$ cat src/design/sft_cfg.svh
// Offsets, field values and timing counts of the parameter table block
`ifndef SFT_CFG_SVH
`define SFT_CFG_SVH
// Register byte offsets
`define SFT_OFS_CMD        8'h00
`define SFT_OFS_DATA       8'h04
`define SFT_OFS_STAT       8'h08
`define SFT_OFS_FSTAT      8'h0C
`define SFT_OFS_ARRAY      8'h10
// Status fields
`define SFT_STAT_READY     0
`define SFT_STAT_REFUSED   1
// Reset and delivery values
`define SFT_PTR_RST        24'h000000
`define SFT_FLASH_STATUS   8'h00
`define SFT_ERASED_BYTE    8'hFF
`define SFT_RESERVED       8'hFF
// Command word layout
`define SFT_OP_READ_PARAM  8'h5A
// Power-up wait
`define SFT_PU_WAIT_US     100
`define SFT_MCLK_KHZ       40000
`define SFT_PU_WAIT_CYC    ((`SFT_PU_WAIT_US * `SFT_MCLK_KHZ + 999) / 1000)
// Header
`define SFT_SIG            32'h50444653
`define SFT_REV_MINOR      8'h00
`define SFT_REV_MAJOR      8'h01
`define SFT_HDR_COUNT      8'h00
`define SFT_PT_ID          8'h00
`define SFT_PT_LEN         8'h09
`define SFT_PT_PTR         24'h000030
// Parameter dwords
`define SFT_ERASE_GRAN     2'b01
`define SFT_OP_4K          8'h20
`define SFT_DENSITY        32'h003FFFFF
`define SFT_DUMMY_0        5'b00000
`define SFT_DUMMY_4        5'b00100
`define SFT_DUMMY_8        5'b01000
`define SFT_MODE_0         3'b000
`define SFT_MODE_8         3'b010
`define SFT_OP_144         8'hEB
`define SFT_OP_114         8'h6B
`define SFT_OP_112         8'h3B
`define SFT_OP_122         8'hBB
`define SFT_OP_222         8'hFF
`define SFT_OP_444         8'hEB
`define SFT_ER1_SIZE       8'h0C
`define SFT_ER1_OP         8'h20
`define SFT_ER2_SIZE       8'h0F
`define SFT_ER2_OP         8'h52
`define SFT_ER3_SIZE       8'h10
`define SFT_ER3_OP         8'hD8
`define SFT_ER4_SIZE       8'h00
`define SFT_ER4_OP         8'hFF
`endif

$ cat src/design/sft_pkg.sv
// Types shared by the parameter table block
package sft_pkg;
  typedef logic [23:0] sft_addr_type;
  typedef enum logic [5:0] {
    SFT_SEL_CMD   = 6'b000001,
    SFT_SEL_DATA  = 6'b000010,
    SFT_SEL_STAT  = 6'b000100,
    SFT_SEL_FSTAT = 6'b001000,
    SFT_SEL_ARRAY = 6'b010000,
    SFT_SEL_NONE  = 6'b100000
  } sft_sel_type;
endpackage

$ cat src/design/sft_parameter_table.sv
// Discoverable-parameter table behind a classic Wishbone slave
//
// The Wishbone register port and the register addresses were left to the implementer.
`timescale 1ns/100ps
`include "sft_cfg.svh"

module sft_parameter_table #(
  parameter int PU_CYC = `SFT_PU_WAIT_CYC
) (
  // Clock, reset, enable
  input  wire  logic        mclk,
  input  wire  logic        reset,
  input  wire  logic        ce,
  // Wishbone slave
  input  wire  logic        wb_cyc_i,
  input  wire  logic        wb_stb_i,
  input  wire  logic        wb_we_i,
  input  wire  logic [7:0]  wb_adr_i,
  input  wire  logic [3:0]  wb_sel_i,
  input  wire  logic [31:0] wb_dat_i,
  output       logic [31:0] wb_dat_o,
  output       logic        wb_ack_o,
  // Status
  output       logic        pu_ready,
  output       sft_pkg::sft_addr_type table_ptr
);
  import sft_pkg::*;

  if (PU_CYC < 1 || PU_CYC > 4095)
  begin : g_chk
    $error("PU_CYC must lie between 1 and 4095");
  end

  localparam logic [11:0] PU_LAST = 12'(PU_CYC - 1);

  function automatic logic [7:0] sft_byte(input sft_addr_type a);
    logic [7:0] b;
    b = `SFT_RESERVED;
    case (a)
      24'h000000: b = 8'(`SFT_SIG);
      24'h000001: b = 8'(`SFT_SIG >> 8);
      24'h000002: b = 8'(`SFT_SIG >> 16);
      24'h000003: b = 8'(`SFT_SIG >> 24);
      24'h000004: b = `SFT_REV_MINOR;
      24'h000005: b = `SFT_REV_MAJOR;
      24'h000006: b = `SFT_HDR_COUNT;
      24'h000008: b = `SFT_PT_ID;
      24'h000009: b = `SFT_REV_MINOR;
      24'h00000A: b = `SFT_REV_MAJOR;
      24'h00000B: b = `SFT_PT_LEN;
      24'h00000C: b = 8'(`SFT_PT_PTR);
      24'h00000D: b = 8'(`SFT_PT_PTR >> 8);
      24'h00000E: b = 8'(`SFT_PT_PTR >> 16);
      24'h000030: b = {3'b111, 2'b00, 1'b1, `SFT_ERASE_GRAN};
      24'h000031: b = `SFT_OP_4K;
      // Top bit reserved, then 1-1-4, 1-4-4, 1-2-2, no DTR, 3-byte, 1-1-2
      24'h000032: b = {1'b1, 3'b111, 1'b0, 2'b00, 1'b1};
      24'h000034: b = 8'(`SFT_DENSITY);
      24'h000035: b = 8'(`SFT_DENSITY >> 8);
      24'h000036: b = 8'(`SFT_DENSITY >> 16);
      24'h000037: b = 8'(`SFT_DENSITY >> 24);
      24'h000038: b = {`SFT_MODE_8, `SFT_DUMMY_4};
      24'h000039: b = `SFT_OP_144;
      24'h00003A: b = {`SFT_MODE_0, `SFT_DUMMY_8};
      24'h00003B: b = `SFT_OP_114;
      24'h00003C: b = {`SFT_MODE_0, `SFT_DUMMY_8};
      24'h00003D: b = `SFT_OP_112;
      24'h00003E: b = {`SFT_MODE_0, `SFT_DUMMY_4};
      24'h00003F: b = `SFT_OP_122;
      24'h000040: b = {3'b111, 1'b1, 3'b111, 1'b0};
      24'h000046: b = {`SFT_MODE_0, `SFT_DUMMY_0};
      24'h000047: b = `SFT_OP_222;
      24'h00004A: b = {`SFT_MODE_8, `SFT_DUMMY_4};
      24'h00004B: b = `SFT_OP_444;
      24'h00004C: b = `SFT_ER1_SIZE;
      24'h00004D: b = `SFT_ER1_OP;
      24'h00004E: b = `SFT_ER2_SIZE;
      24'h00004F: b = `SFT_ER2_OP;
      24'h000050: b = `SFT_ER3_SIZE;
      24'h000051: b = `SFT_ER3_OP;
      24'h000052: b = `SFT_ER4_SIZE;
      24'h000053: b = `SFT_ER4_OP;
      default:    b = `SFT_RESERVED;
    endcase
    return b;
  endfunction

  sft_sel_type  sel;
  logic         req;
  logic         rd_data;
  logic         wr_cmd;
  logic         cmd_ok;
  logic         refused;
  logic [11:0]  pu_cnt;
  logic [31:0]  next_dat;

  // Classic cycle: one request per ack, ack drops the cycle after
  assign req     = wb_cyc_i & wb_stb_i & ~wb_ack_o;
  assign rd_data = req & ~wb_we_i & (sel == SFT_SEL_DATA);
  // Full-word write only, so opcode and address always arrive together
  assign wr_cmd  = req & wb_we_i & (sel == SFT_SEL_CMD) & (&wb_sel_i);
  assign cmd_ok  = wr_cmd & pu_ready & (wb_dat_i[31:24] == `SFT_OP_READ_PARAM);

  always_comb
  begin
    case (wb_adr_i)
      `SFT_OFS_CMD:   sel = SFT_SEL_CMD;
      `SFT_OFS_DATA:  sel = SFT_SEL_DATA;
      `SFT_OFS_STAT:  sel = SFT_SEL_STAT;
      `SFT_OFS_FSTAT: sel = SFT_SEL_FSTAT;
      `SFT_OFS_ARRAY: sel = SFT_SEL_ARRAY;
      default:        sel = SFT_SEL_NONE;
    endcase
  end

  // Power-up wait before any command is served
  always_ff @(posedge mclk or posedge reset)
  begin
    if (reset)
      pu_cnt <= 12'h000;
    else if (ce && !pu_ready)
      pu_cnt <= pu_cnt + 12'h001;
  end

  always_ff @(posedge mclk or posedge reset)
  begin
    if (reset)
      pu_ready <= 1'b0;
    else if (ce && pu_cnt == PU_LAST)
      pu_ready <= 1'b1;
  end

  // Table pointer; wraps to zero past the top
  always_ff @(posedge mclk or posedge reset)
  begin
    if (reset)
      table_ptr <= `SFT_PTR_RST;
    else if (ce)
    begin
      if (cmd_ok)
        table_ptr <= wb_dat_i[23:0];
      else if (rd_data && pu_ready)
        table_ptr <= table_ptr + 24'h000001;
    end
  end

  // Refused command or early read; a good command clears it
  always_ff @(posedge mclk or posedge reset)
  begin
    if (reset)
      refused <= 1'b0;
    else if (ce)
    begin
      if ((wr_cmd && !cmd_ok) || (rd_data && !pu_ready))
        refused <= 1'b1;
      else if (cmd_ok)
        refused <= 1'b0;
    end
  end

  always_comb
  begin
    next_dat = 32'h00000000;
    case (sel)
      SFT_SEL_CMD:   next_dat = {8'h00, table_ptr};
      // Early reads see erased data and leave the pointer alone
      SFT_SEL_DATA:  next_dat = {24'h000000,
                                 pu_ready ? sft_byte(table_ptr) : `SFT_ERASED_BYTE};
      SFT_SEL_STAT:
      begin
        next_dat[`SFT_STAT_READY]   = pu_ready;
        next_dat[`SFT_STAT_REFUSED] = refused;
      end
      SFT_SEL_FSTAT: next_dat = {24'h000000, `SFT_FLASH_STATUS};
      SFT_SEL_ARRAY: next_dat = {24'h000000, `SFT_ERASED_BYTE};
      default:       next_dat = 32'h00000000;
    endcase
  end

  always_ff @(posedge mclk or posedge reset)
  begin
    if (reset)
      wb_ack_o <= 1'b0;
    else if (ce)
      wb_ack_o <= req;
  end

  // Writes never reach the table; a write loads zero, a read loads the selected register
  always_ff @(posedge mclk or posedge reset)
  begin
    if (reset)
      wb_dat_o <= 32'h00000000;
    else if (ce && req)
      wb_dat_o <= wb_we_i ? 32'h00000000 : next_dat;
  end

  // Assertion helpers: what the acked access was
  sft_sel_type  last_sel;
  logic         last_rd;
  logic         last_wr;
  logic         last_ready;
  sft_addr_type tbl_addr;
  sft_addr_type prev_ptr;
  logic         tbl_hit;

  always_ff @(posedge mclk or posedge reset)
  begin
    if (reset)
    begin
      last_sel   <= SFT_SEL_NONE;
      last_rd    <= 1'b0;
      last_wr    <= 1'b0;
      last_ready <= 1'b0;
      tbl_addr   <= 24'h000000;
      prev_ptr   <= 24'h000000;
    end
    else if (ce)
    begin
      last_sel   <= sel;
      last_rd    <= req & ~wb_we_i;
      last_wr    <= req & wb_we_i;
      last_ready <= pu_ready;
      tbl_addr   <= table_ptr;
      prev_ptr   <= table_ptr;
    end
  end

  assign tbl_hit = wb_ack_o & last_rd & last_ready & (last_sel == SFT_SEL_DATA);
endmodule // sft_parameter_table

$ cat config.mk
export PLATFORM = sky130hd
export DESIGN_NAME = sft_parameter_table
export DESIGN_NICKNAME = d
export VERILOG_FILES = /design/src/design/sft_pkg.sv /design/src/design/sft_parameter_table.sv
export VERILOG_INCLUDE_DIRS = /design/src /design/src/design
export SDC_FILE = /design/constraint.sdc
export NUM_CORES = 1
export LEC_CHECK = 0
export ABC_AREA = 1
export BUFFER_PORTS_ARGS = -buffer_cell sky130_fd_sc_hd__buf_2
export CAP_MARGIN = 15
export CORE_ASPECT_RATIO = 0.6
export CORE_MARGIN = 5
export CORE_UTILIZATION = 46
export DETAILED_ROUTE_END_ITERATION = 16
export PLACE_DENSITY = 0.7
export SLEW_MARGIN = 20
export SYNTH_ARGS = -nofsm -noshare
export SYNTH_HDL_FRONTEND = slang
export SYNTH_SLANG_ARGS = --single-unit
$ cat constraint.sdc
create_clock -name mclk -period 3.8 [get_ports mclk]
set_input_delay 0.57 -clock mclk [delete_from_list [all_inputs] [get_ports mclk]]
set_output_delay 0.57 -clock mclk [all_outputs]
set_load 0.02 [all_outputs]
; After elaboration in Yosys (flattened, before gate mapping)
; Memory sizes are Yosys's and may differ from the RTL's.
; Cells that the tools add are included.
[totals]
input_bits = 50
elab_cells = 56
mem_count = 1
regBits = 71
romBits = 1024
[memory_table]
columns = name, depth, width, read_ports, rd_clocked_by_memory_dff, wr, line
row1 = (name not given), 128, 8, 1, 0, 0, sft_parameter_table.sv:39  ; case (a)
[classes]
reduce_logical = 16
n_bitwise = 11
n_addsub = 2
n_eq_ne = 10
n_mux = 10
[op_table]
columns = operator, n
row1 = 22-bit case mux with 3 select lines, 1
row2 = 24-bit 2-to-1 mux, 2
row3 = 32-bit 2-to-1 mux, 1
row4 = 6-bit case mux with 5 select lines, 1
row5 = 24-bit by 1-bit adder with 24-bit output (second input constant), 1
row6 = 17-bit zero test, 1
row7 = 8-bit by 4-bit equality test with 1-bit output (second input constant), 2
row8 = 8-bit 2-to-1 mux, 2
row9 = 12-bit by 1-bit adder with 12-bit output (second input constant), 1
row10 = 12-bit equality test (second input constant), 1
row11 = 1-bit AND, 9
row12 = 8-bit by 3-bit equality test with 1-bit output (second input constant), 1
row13 = 8-bit by 5-bit equality test with 1-bit output (second input constant), 1
row14 = 8-bit by 7-bit equality test with 1-bit output (second input constant), 1
row15 = 8-bit zero test, 1
row16 = 2-bit case mux with 4 select lines, 1
row17 = 6-bit by 1-bit equality test with 1-bit output (second input constant), 1
row18 = 6-bit by 2-bit equality test with 1-bit output (second input constant), 1
row19 = 6-bit by 3-bit equality test with 1-bit output (second input constant), 1
row20 = 6-bit by 5-bit equality test with 1-bit output (second input constant), 1
row21 = 1-bit logical AND, 6
row22 = 2-bit AND reduction, 2
row23 = 4-bit AND reduction, 1
row24 = 2-bit nonzero test, 2
row25 = other kinds (4), 7

; Longest topological paths before layout
; Gate-level depths: netlist (run 1).
[depth]
word_depth = 12
mapped_depth = 13
mapped_depth_nobuf = 12

; Worst setup path before layout (run 1)
; OpenSTA, ideal clock, no wires.
[synth_path]
path_type = register to register
from = register table_ptr[0]
to = register wb_dat_o[4]
path_stages_with_launch = 12
t_required_ns = 3.734
setup_slack_ns = 1.849
n_path_buf = 1
period_less_slack_ns = 1.951
arrival_ns = 1.885
path_cell_list = dfrtp_1 buf_2 inv_1 ha_1 or2_2 nand3_1 nand3_1 nand3_1 nand2_1 nand2_1 nand2_1 nand2_1
[synth_via]
elab_chain_cells = 5
[synth_lines]
columns = item, line
row1 = "start, declared", sft_parameter_table.sv:25  ; output sft_pkg::sft_addr_type table_ptr
row2 = "start signal, assigned", sft_parameter_table.sv:137  ; table_ptr <= `SFT_PTR_RST;
row3 = "start signal, assigned", sft_parameter_table.sv:141  ; table_ptr <= wb_dat_i[23:0];
row4 = "start signal, assigned", sft_parameter_table.sv:143  ; table_ptr <= table_ptr + 24'h000001;
row5 = memory 128 x 8 bit, -
row6 = 8-bit 2-to-1 mux, sft_parameter_table.sv:39
row7 = 8-bit 2-to-1 mux (no line), -
row8 = 22-bit case mux with 3 select lines, sft_parameter_table.sv:164  ; case (sel)
row9 = 32-bit 2-to-1 mux, sft_parameter_table.sv:194  ; wb_dat_o <= wb_we_i ? 32'h00000000 : next_dat;
row10 = "end signal, assigned", sft_parameter_table.sv:194
row11 = "end, declared", sft_parameter_table.sv:21  ; output logic [31:0] wb_dat_o,
; No other way between the ends.
; A chain may end at the register's enable or synchronous reset.

; Worst setup path after layout (run 1)
[layout_path]
from = register table_ptr[0]
to = register table_ptr[16]
[layout_via]
elab_chain_cells = 3
[layout_lines]
columns = item, line
row1 = 24-bit by 1-bit adder with 24-bit output, sft_parameter_table.sv:143
row2 = 24-bit 2-to-1 mux, sft_parameter_table.sv:142  ; else if (rd_data && pu_ready)
row3 = 24-bit 2-to-1 mux, sft_parameter_table.sv:140  ; if (cmd_ok)
; No other way between the ends. The select of a mux whose other input is x is not followed.

==> results of run 1 <==
metrics by stage:
| stage | std cells | instance area (sq um) |
|---|---|---|
| final | 957 | 5540 |
| after global placement | 942 | 5260 |
| after global routing | 957 | 5540 |
| after detailed placement | 942 | 5260 |
| after CTS | 957 | 5540 |
| after floorplan | 738 | 4780 |
cell usage in the layout (no fill, tap or decap), types with 2 or more instances in the layout:
master and instances:
nand3_2 2, a21oi_1 10, clkbuf_8 2, or2_1 4, nand2_1 266, inv_2 2
nor2_2 10, nand4_1 9, conb_1 8, buf_2 99, xnor2_1 6, nor2_1 85
xor2_1 18, dfrtp_1 63, nand3_1 87, inv_1 65, clkbuf_16 9, o21ai_0 24
ha_1 12, clkinvlp_4 3, nor2_4 3, buf_4 3, nor3_1 13, nor4_1 2
cells in the mapped netlist, drive strengths merged:
cell type and count:
buf 25, dfrtp 63, nand4 10, ha 12
o21a 1, and2 1, nand3 90, o22ai 1
o41ai 1, or2 6, xor2 18, nor2 98
nor3 14, clkbuf 8, a21boi 1, o21ai 24
xnor2 6, nand2 268, a21oi 10, inv 68
o211ai 1, a32o 1, nor4 3, conb 1
final cells by class:
cell class | count | area (sq um) | share of cell area [%]
tap | 135 | 169 | 3.05
clock buffer | 11 | 253 | 4.56
timing repair buffer | 102 | 518 | 9.35
clock inverter | 4 | 31.3 | 0.564
inverter | 68 | 258 | 4.65
sequential | 63 | 1580 | 28.4
multi-input combinational | 574 | 2740 | 49.4
report_power, final:
| group | total (mW) | switching (mW) | internal [mW] |
|---|---|---|---|
| clock network | 0.800 | 0.326 | 0.474 |
| registers | 0.681 | 0.00689 | 0.674 |
| logic | 0.113 | 0.0772 | 0.0360 |
critical path: stages (launching register included):
cell and delay, ns:
dfrtp_1 0.63, ha_1 0.40, nand3_1 0.23, nor3_1 0.51, nand3_1 0.13, nand2_1 0.09, nand2_1 0.05, nand2_1 0.05
nand3_1 0.12, nand2_1 0.09, inv_1 0.04
kinds of logic (layout without fill, tap and decap cells):
group                      count (synthesis)  in the layout  share of synthesized area, %
DFF                                       63             63                          33.2
AOI/OAI and AO/OA                         40             40                          4.66
other                                      1              8                        0.0789
xor gates and xnor gates                  24             24                          4.42
buffers and inverters                    101            185                          9.82
adders and majority gates                 12             12                          3.16
and+or+nand+nor                          490            490                          44.7
sequential cells by signal, indices dropped and copies added (netlist names):
| signal | count |
|---|---|
| table_ptr | 24 |
| wb_dat_o | 24 |
| pu_cnt | 12 |
| pu_ready | 1 |
| refused | 1 |
| wb_ack_o | 1 |
final timing paths:
check,from,end,slack (ns),cells after the start
setup / recovery,table_ptr[0]$_DFFE_PP0P_,table_ptr[16]$_DFFE_PP0P_,1.36,10
setup reg to reg,table_ptr[0]$_DFFE_PP0P_,table_ptr[16]$_DFFE_PP0P_,1.36,10
min in group mclk,wb_dat_o[6]$_DFFE_PP0P_,wb_dat_o[6]$_DFFE_PP0P_,0.47,2
hold / removal,reset,table_ptr[8]$_DFFE_PP0P_,0.16,2
max in group asynchronous,reset,table_ptr[0]$_DFFE_PP0P_,2.85,3
hold reg to reg,wb_dat_o[6]$_DFFE_PP0P_,wb_dat_o[6]$_DFFE_PP0P_,0.47,2
metal layers:
| layer | GRT usage [%] | up-vias | wire length [um] |
|---|---|---|---|
| li1 | - | 2457 | - |
| met1 | 40.2 | 2403 | 7680 |
| met2 | 38.4 | 259 | 6290 |
| met3 | 7.40 | 23 | 1640 |
| met4 | 5.72 | 0 | 208 |
| met5 | 0 | - | 0 |
==> results_dict.tcl, run 1 <==
set metrics [dict create \
    status "completed" \
    wl_um 15800 \
    place_ws_ns 1.19 \
    timing.final.crit_share_pct 64.2 \
    hold_violations 0 \
    avgRoutedWirePerCell_um 16.5 \
    synth_area_per_cell_sq_um 6.50 \
    cts-resized-gates 0 \
    max_slew_margin_pct 36.6 \
    synth_top_cell_area_share_pct 33.2 \
    grt_pass1_wl_um 26200 \
    worst_hold_slack_ns 0.163 \
    clock_skew_ns 0.00787 \
    area_growth_pct 16.6 \
    drt_iter0_drc 565 \
    ys.warnings.count 0 \
    initial_core_util_pct 47.6 \
    gp_congestion 0.992 \
    postCtsSetupBuffers 0 \
    worst_ep_required_time_ns 4.03 \
    hp-class "in -> async" \
    rsz0062_at_grt "no" \
    cellLeakagePower_nw 2.96 \
    maxCapViolCount 0 \
    setup_slack_ns 1.36 \
    cts_root_buffer "clkbuf_16" \
    dpl.hpwl_um 12100 \
    synth_area_sq_mm 0.00475 \
    cp-start-kind "flop" \
    max_freq_mhz 410 \
    syn-instance-count 731 \
    ys_seq_area_share_pct 33.2 \
    total_power_mw 1.59 \
    numCtsBuffers 9 \
    yosys.area.top_type "dfrtp_1" \
    drtAntennaViolNets 0 \
    worst_pin_slew_ns 0.949 \
    antenna_cells 0 \
    ctsHoldBuffers 0 \
    die-height_um 88.8 \
    ctsLongestPathBuffers 2 \
    powerDensity_mw_per_mm2 288 \
    num-nets-final 880 \
    clkLatencyLatePin_ns 0.34 \
    ir_drop_mv 0.214 \
    h-tree-depth 3 \
    first_global_vias 5009 \
    io_pins 108 \
    antenna_found_initial 0 \
    synthTopCellsByArea "dfrtp_1, nand2_1, nand3_1" \
    vias 5142 \
    crit_path_max_fanout 13 \
    clock_sinks 63 \
    netlist-cell-type-count 39 \
    crit_path_end_kind "flop" \
    drc 0 \
    grt_max_degree 37 \
    period_minus_slack_ns 2.44 \
    setup_viol 0 \
    firstDrtPassIters 5 \
    drive_gt1_share_pct 17.4 \
    cts_tree "done" \
    n_fill_cell 1030 \
    die_area_sq_mm 0.0125 \
    timing.setup.tns_ns 0 \
    path_clk_slew_ns 0.06 \
    worstPathArrival_ns 2.67 \
    grt_usage_pct 26.8 \
    core_area_sq_mm 0.00998 \
    synth_seq_cells 63 \
    fin_util_pct 55.5 \
    port_buffers 99 \
    slew_viol_final 0 \
    grt_overflow_total 0 \
    via_per_inst 5.37 \
    row_count 28 \
    worstSetupPathType "reg -> reg" \
    fp.dieW_um 141 \
]
Power figures use the tool's default switching activity.
==> inputs of run 2 (changes only) <==
==> constraint.sdc (replaced) <==
create_clock -name mclk -period 2.4 [get_ports mclk]
set_input_delay 0.36 -clock mclk [delete_from_list [all_inputs] [get_ports mclk]]
set_output_delay 0.36 -clock mclk [all_outputs]
set_load 0.02 [all_outputs]
==> run 2 against run 1 <==
Worst setup slack lost 1.1 ns. Fmax grew 12%. Sequential share of layout area shrank 0.93 points. Via count grew 0.68%. Global-route usage grew 0.39 points.
==> results_dict.tcl, run 2 (synthesis results as in run 1) <==
set metrics [dict create \
    status "completed" \
    drc 0 \
    firstDrtPassIters 5 \
    hp-class "in -> async" \
    drtAntennaViolNets 0 \
    ctsLongestPathBuffers 2 \
    grt_pass1_wl_um 26500 \
    worst_ep_required_time_ns 2.62 \
    cellLeakagePower_nw 3.08 \
    postCtsSetupBuffers 0 \
    antenna_found_initial 0 \
    reg_top3 "table_ptr x24, wb_dat_o x24, pu_cnt x12" \
    drive_gt1_share_pct 19.1 \
    final_common_cell "nand2_1" \
    grt_overflow_total 0 \
    crit_buf_inv 0 \
    via_per_inst 5.30 \
    clock_skew_ns 0.00715 \
    area_growth_pct 20.5 \
    cpPeakStageDelay_ns 0.43 \
    final_cell_mix "nand2_1, buf_2, nand3_1" \
    clock_sinks 63 \
    ctsHoldBuffers 0 \
    drt_iter0_drc 520 \
    setup_viol 0 \
    crit_path_max_fanout 6 \
    period_minus_slack_ns 2.18 \
    max_slew_margin_pct 46.5 \
    path_cells "ha_1, nand3_1, nor2_1, nand3_1, xor2_1, nand2_1, nand2_1, nor2_1, nor2_1" \
    crit_family "simple AND/OR/NAND/NOR gates" \
    timing.setup.tns_ns 0 \
    rsz0062_at_grt "no" \
    fin_cells 976 \
    port_buffers 99 \
    die_area_sq_mm 0.0125 \
    cp-start-kind "flop" \
    io_pins 108 \
    dpl.hpwl_um 12500 \
    gp_congestion 0.996 \
    maxCapViolCount 0 \
    fp.dieW_um 141 \
    avgRoutedWirePerCell_um 16.7 \
    vias 5177 \
    h-tree-depth 3 \
    n_fill_cell 979 \
    cts_tree "done" \
    crit_path_end_kind "flop" \
    cts-resized-gates 0 \
    numCtsBuffers 9 \
    grt_usage_pct 27.2 \
    ir_drop_mv 0.303 \
    die-height_um 88.8 \
    powerDensity_mw_per_mm2 473 \
    num-nets-final 898 \
    clkLatencyLatePin_ns 0.34 \
    antenna_cells 0 \
    initial_core_util_pct 47.6 \
    cpMaxStageDelayCell "nor2_1" \
    core_area_sq_mm 0.00998 \
    worst_pin_slew_ns 0.802 \
    hold_violations 0 \
    timing.final.crit_share_pct 90.9 \
    first_global_vias 5006 \
    worstPathArrival_ns 2.41 \
    slew_viol_final 0 \
    place_inst 960 \
    cp_common_cell "nor2_1" \
    cts_root_buffer "clkbuf_16" \
    grt_max_degree 64 \
    max_freq_mhz 458 \
    worstSetupPathType "reg -> reg" \
    wl_um 16300 \
    path_clk_slew_ns 0.06 \
    row_count 28 \
    rrSetupSlack_ns 0.22 \
]
[run 2: worst reg2reg max path: stages, from the launching register on]
cell and delay, ns:
dfrtp_1 0.42, ha_1 0.34, nand3_1 0.25, nor2_1 0.43, nand3_1 0.18, xor2_1 0.19
nand2_1 0.06, nand2_1 0.06, nor2_1 0.10, nor2_1 0.05
[run 2: stage by stage]
| step | util, % | worst slack, ns | instance area, sq um | total power [mW] | hold WS [ns] |
|---|---|---|---|---|---|
| floorplan | - | 0.449 | 4780 | 1.20 | 0.463 |
| global placement | 54.1 | 0.144 | 5410 | 1.28 | 0.458 |
| detailed placement | 54.1 | 0.122 | 5410 | 1.28 | 0.464 |
| CTS | 57.4 | 0.270 | 5730 | 2.72 | 0.105 |
| global route | 57.4 | 0.0954 | 5730 | 2.79 | 0.116 |
| finish | 57.4 | 0.218 | 5730 | 2.71 | 0.0684 |
[run 2: final timing paths]
path / end / from / cells after the start
max: table_ptr[14]$_DFFE_PP0P_ / table_ptr[0]$_DFFE_PP0P_ / 9
min: pu_cnt[4]$_DFFE_PP0P_ / reset / 3
min reg2reg: wb_dat_o[10]$_DFFE_PP0P_ / wb_dat_o[10]$_DFFE_PP0P_ / 2
max in group asynchronous: table_ptr[1]$_DFFE_PP0P_ / reset / 3
max reg2reg: table_ptr[14]$_DFFE_PP0P_ / table_ptr[0]$_DFFE_PP0P_ / 9
min in group mclk: table_ptr[16]$_DFFE_PP0P_ / wb_dat_i[16] / 5
[run 2: area by class of cell]
type	count	area [sq um]	area share (%)
Inverter	68	258	4.50
Clock buffer	11	243	4.24
Timing Repair Buffer	120	666	11.6
Multi-Input combinational cell	574	2740	47.8
Tap cell	135	169	2.95
Sequential cell	63	1580	27.5
Clock inverter	5	81.3	1.42
[run 2: power breakdown]
part	leakage [nW]	internal, mW	total, mW	switching [mW]
registers	0.838	1.07	1.08	0.00808
clock network	0.156	0.938	1.45	0.508
logic	2.09	0.0625	0.187	0.125
[run 2: per-layer routing]
metal	track usage (%)	vias to the layer above	share of wire [%]
met5	0	-	0
met4	7.04	0	1.3
met3	7.40	22	11
met2	37.7	295	39
met1	41.3	2360	49
li1	-	2500	-
==> inputs of run 3 (changes only) <==
--- a/config.mk
+++ b/config.mk
@@ -9,11 +9,14 @@
 export ABC_AREA = 1
 export BUFFER_PORTS_ARGS = -buffer_cell sky130_fd_sc_hd__buf_2
 export CAP_MARGIN = 15
+export CELL_PAD_IN_SITES_DETAIL_PLACEMENT = 0
+export CELL_PAD_IN_SITES_GLOBAL_PLACEMENT = 1
 export CORE_ASPECT_RATIO = 0.6
 export CORE_MARGIN = 5
-export CORE_UTILIZATION = 46
+export CORE_UTILIZATION = 38
+export CTS_CLUSTER_SIZE = 30
 export DETAILED_ROUTE_END_ITERATION = 16
-export PLACE_DENSITY = 0.7
+export PLACE_DENSITY_LB_ADDON = 0.1
 export SLEW_MARGIN = 20
 export SYNTH_ARGS = -nofsm -noshare
 export SYNTH_HDL_FRONTEND = slang
==> run 3 against run 2 <==
Global-route usage decreased by 4.5 points. Clock power down 17%. Count of clock-buffer cells in the layout fell by 2. Combinational power grew 2%. Final area up 0.46%. Final cell count up 3.6%. Via count decreased by 1.5%. Power is 8.5% lower. Critical path depth is 1 higher. First-iteration DRC count down 15%. Clock skew grew 0.0011 ns. Fmax increased by 1.4%.
==> results_dict.tcl, run 3 (synthesis results as in run 1) <==
set metrics [dict create \
    fin_area_sq_mm 0.00576 \
    gp_congestion 0.987 \
    place_inst 995 \
    setup_viol 0 \
    final_cell_mix "nand2_1, buf_2, nand3_1" \
    grt_pass1_wl_um 27000 \
    timing.rr.start "table_ptr[0]$_DFFE_PP0P_" \
    hold_violations 0 \
    ctsLongestPathBuffers 2 \
    wl_met2_um 6380 \
    initial_core_util_pct 39.2 \
    max_freq_mhz 465 \
    port_buffers 99 \
    rrSetupSlack_ns 0.25 \
    period_minus_slack_ns 2.15 \
    top_layer_used "met4" \
    cts-resized-gates 0 \
    p_clk_share_pct 48.9 \
    powerDensity_mw_per_mm2 431 \
    drtAntennaViolNets 0 \
    drt_iter0_drc 444 \
    cpMaxStageDelayCell "dfrtp_1" \
    fin_cells 1011 \
    cp-start-kind "flop" \
    drt-met1-wl_um 9180 \
    wl_met3_um 1640 \
    r2r_end "wb_dat_o[3]$_DFFE_PP0P_" \
    n_fill_cell 1298 \
    worstPathArrival_ns 2.38 \
    postCtsSetupBuffers 0 \
    p_sw_mw 0.648 \
    r2r_cells 10 \
    dpl.hpwl_um 13500 \
    via_per_inst 5.04 \
    vias 5097 \
    ctsHoldBuffers 0 \
    fp.dieW_um 154 \
    cpPeakStageDelay_ns 0.43 \
    clock_sinks 63 \
    max_slew_margin_pct 41.4 \
    postPlaceCellArea_sq_mm 0.00548 \
    grt_max_degree 42 \
    maxCapViolCount 0 \
    crit_path_end_kind "flop" \
    antenna_found_initial 0 \
    firstDrtPassIters 5 \
    p_seq_share_pct 43.4 \
    combPwrFrac_pct 7.7 \
    crit_family "simple AND/OR/NAND/NOR gates" \
    slew_viol_final 0 \
    avgRoutedWirePerCell_um 17.1 \
    area_growth_pct 21.1 \
    drc 0 \
    final_common_cell "nand2_1" \
    crit_buf_inv 0 \
    cts_tree "done" \
    io_pins 108 \
    crit_path_max_fanout 6 \
    row_count 31 \
    path_cells "ha_1, ha_1, a21oi_1, nand2_1, nand3_1, nand3_1, nand2_1, nand2_1, nand2_1, nand2_1" \
    path_clk_slew_ns 0.06 \
    cts_root_buffer "clkbuf_16" \
    grt_usage_pct 22.7 \
    timing.setup.tns_ns 0 \
    place_ws_ns 0.234 \
    worstSetupPathType "reg -> reg" \
    first_global_vias 4717 \
    clock_skew_ns 0.00821 \
    numCtsBuffers 9 \
    die-height_um 96.6 \
    worst_pin_slew_ns 0.879 \
    antenna_cells 0 \
    setup_slack_ns 0.247 \
    clkLatencyLatePin_ns 0.33 \
    reg_top3 "table_ptr x24, wb_dat_o x24, pu_cnt x12" \
    worst_hold_slack_ns 0.0758 \
    die_area_sq_mm 0.0149 \
    total_power_mw 2.48 \
    drive_gt1_share_pct 19.7 \
    core_area_sq_mm 0.0121 \
    ir_drop_mv 0.306 \
    cellLeakagePower_nw 3.09 \
    fin_util_pct 47.4 \
    hp-class "in -> async" \
    num-nets-final 903 \
    p_sw_share_pct 26.2 \
    wl_um 17300 \
    status "completed" \
    grt_overflow_total 0 \
    worst_ep_required_time_ns 2.63 \
    p_int_mw 1.83 \
    h-tree-depth 3 \
    rsz0062_at_grt "no" \
    timing.final.crit_share_pct 89.7 \
    cp_common_cell "nand2_1" \
]
[run 3: changes by cell type in the layout (fill, tap and decap cells not counted), sizes merged]
cell and delta:
bufinv -2, clkinv +5, clkinvlp -1, clkbuf -2
buf +5
[run 3: per-layer routing]
layer | GRT usage (%) | up-vias
met5 | 0 | -
met4 | 2.85 | 0
li1 | - | 2510
met2 | 28.8 | 213
met3 | 6.60 | 8
met1 | 37.4 | 2366
[run 3: how the worst max path moves through the flow]
stage / from / to / slack (ns) / cells after the start
finish: table_ptr[0]$_DFFE_PP0P_ / wb_dat_o[3]$_DFFE_PP0P_ / 0.25 / 10
detailed placement: wb_adr_i[1] / table_ptr[9]$_DFFE_PP0P_ / 0.23 / 10
floorplan: table_ptr[0]$_DFFE_PP0P_ / wb_dat_o[4]$_DFFE_PP0P_ / 0.45 / 11
CTS: table_ptr[0]$_DFFE_PP0P_ / table_ptr[16]$_DFFE_PP0P_ / 0.29 / 10
global placement: table_ptr[0]$_DFFE_PP0P_ / wb_dat_o[3]$_DFFE_PP0P_ / 0.23 / 10
global route: table_ptr[0]$_DFFE_PP0P_ / wb_dat_o[3]$_DFFE_PP0P_ / 0.12 / 10
[run 3: layout make-up]
class	instances	area, sq um	share of cell area [%]
Clock buffer	9	225	3.91
Clock inverter	7	50.0	0.869
Inverter	68	258	4.48
Multi-Input combinational cell	574	2740	47.6
Sequential cell	63	1580	27.4
Tap cell	165	206	3.59
Timing Repair Buffer	125	703	12.2
[run 3: power groups by stage]
stage	sequential (mW)	clock, mW	combinational [mW]
6_report	1.08	1.21	0.191
5_1_grt	1.08	1.29	0.211
4_1_cts	1.07	1.23	0.191
3_5_place_dp	1.09	0	0.190
3_3_place_gp	1.09	0	0.190
2_1_floorplan	1.10	0	0.105
[run 3: worst reg2reg max path, stage by stage (launching register included)]
cell     delay (ns)
dfrtp_1        0.43
ha_1           0.32
ha_1           0.25
a21oi_1        0.36
nand2_1        0.22
nand3_1        0.14
nand3_1        0.08
nand2_1        0.08
nand2_1        0.05
nand2_1        0.07
nand2_1        0.05
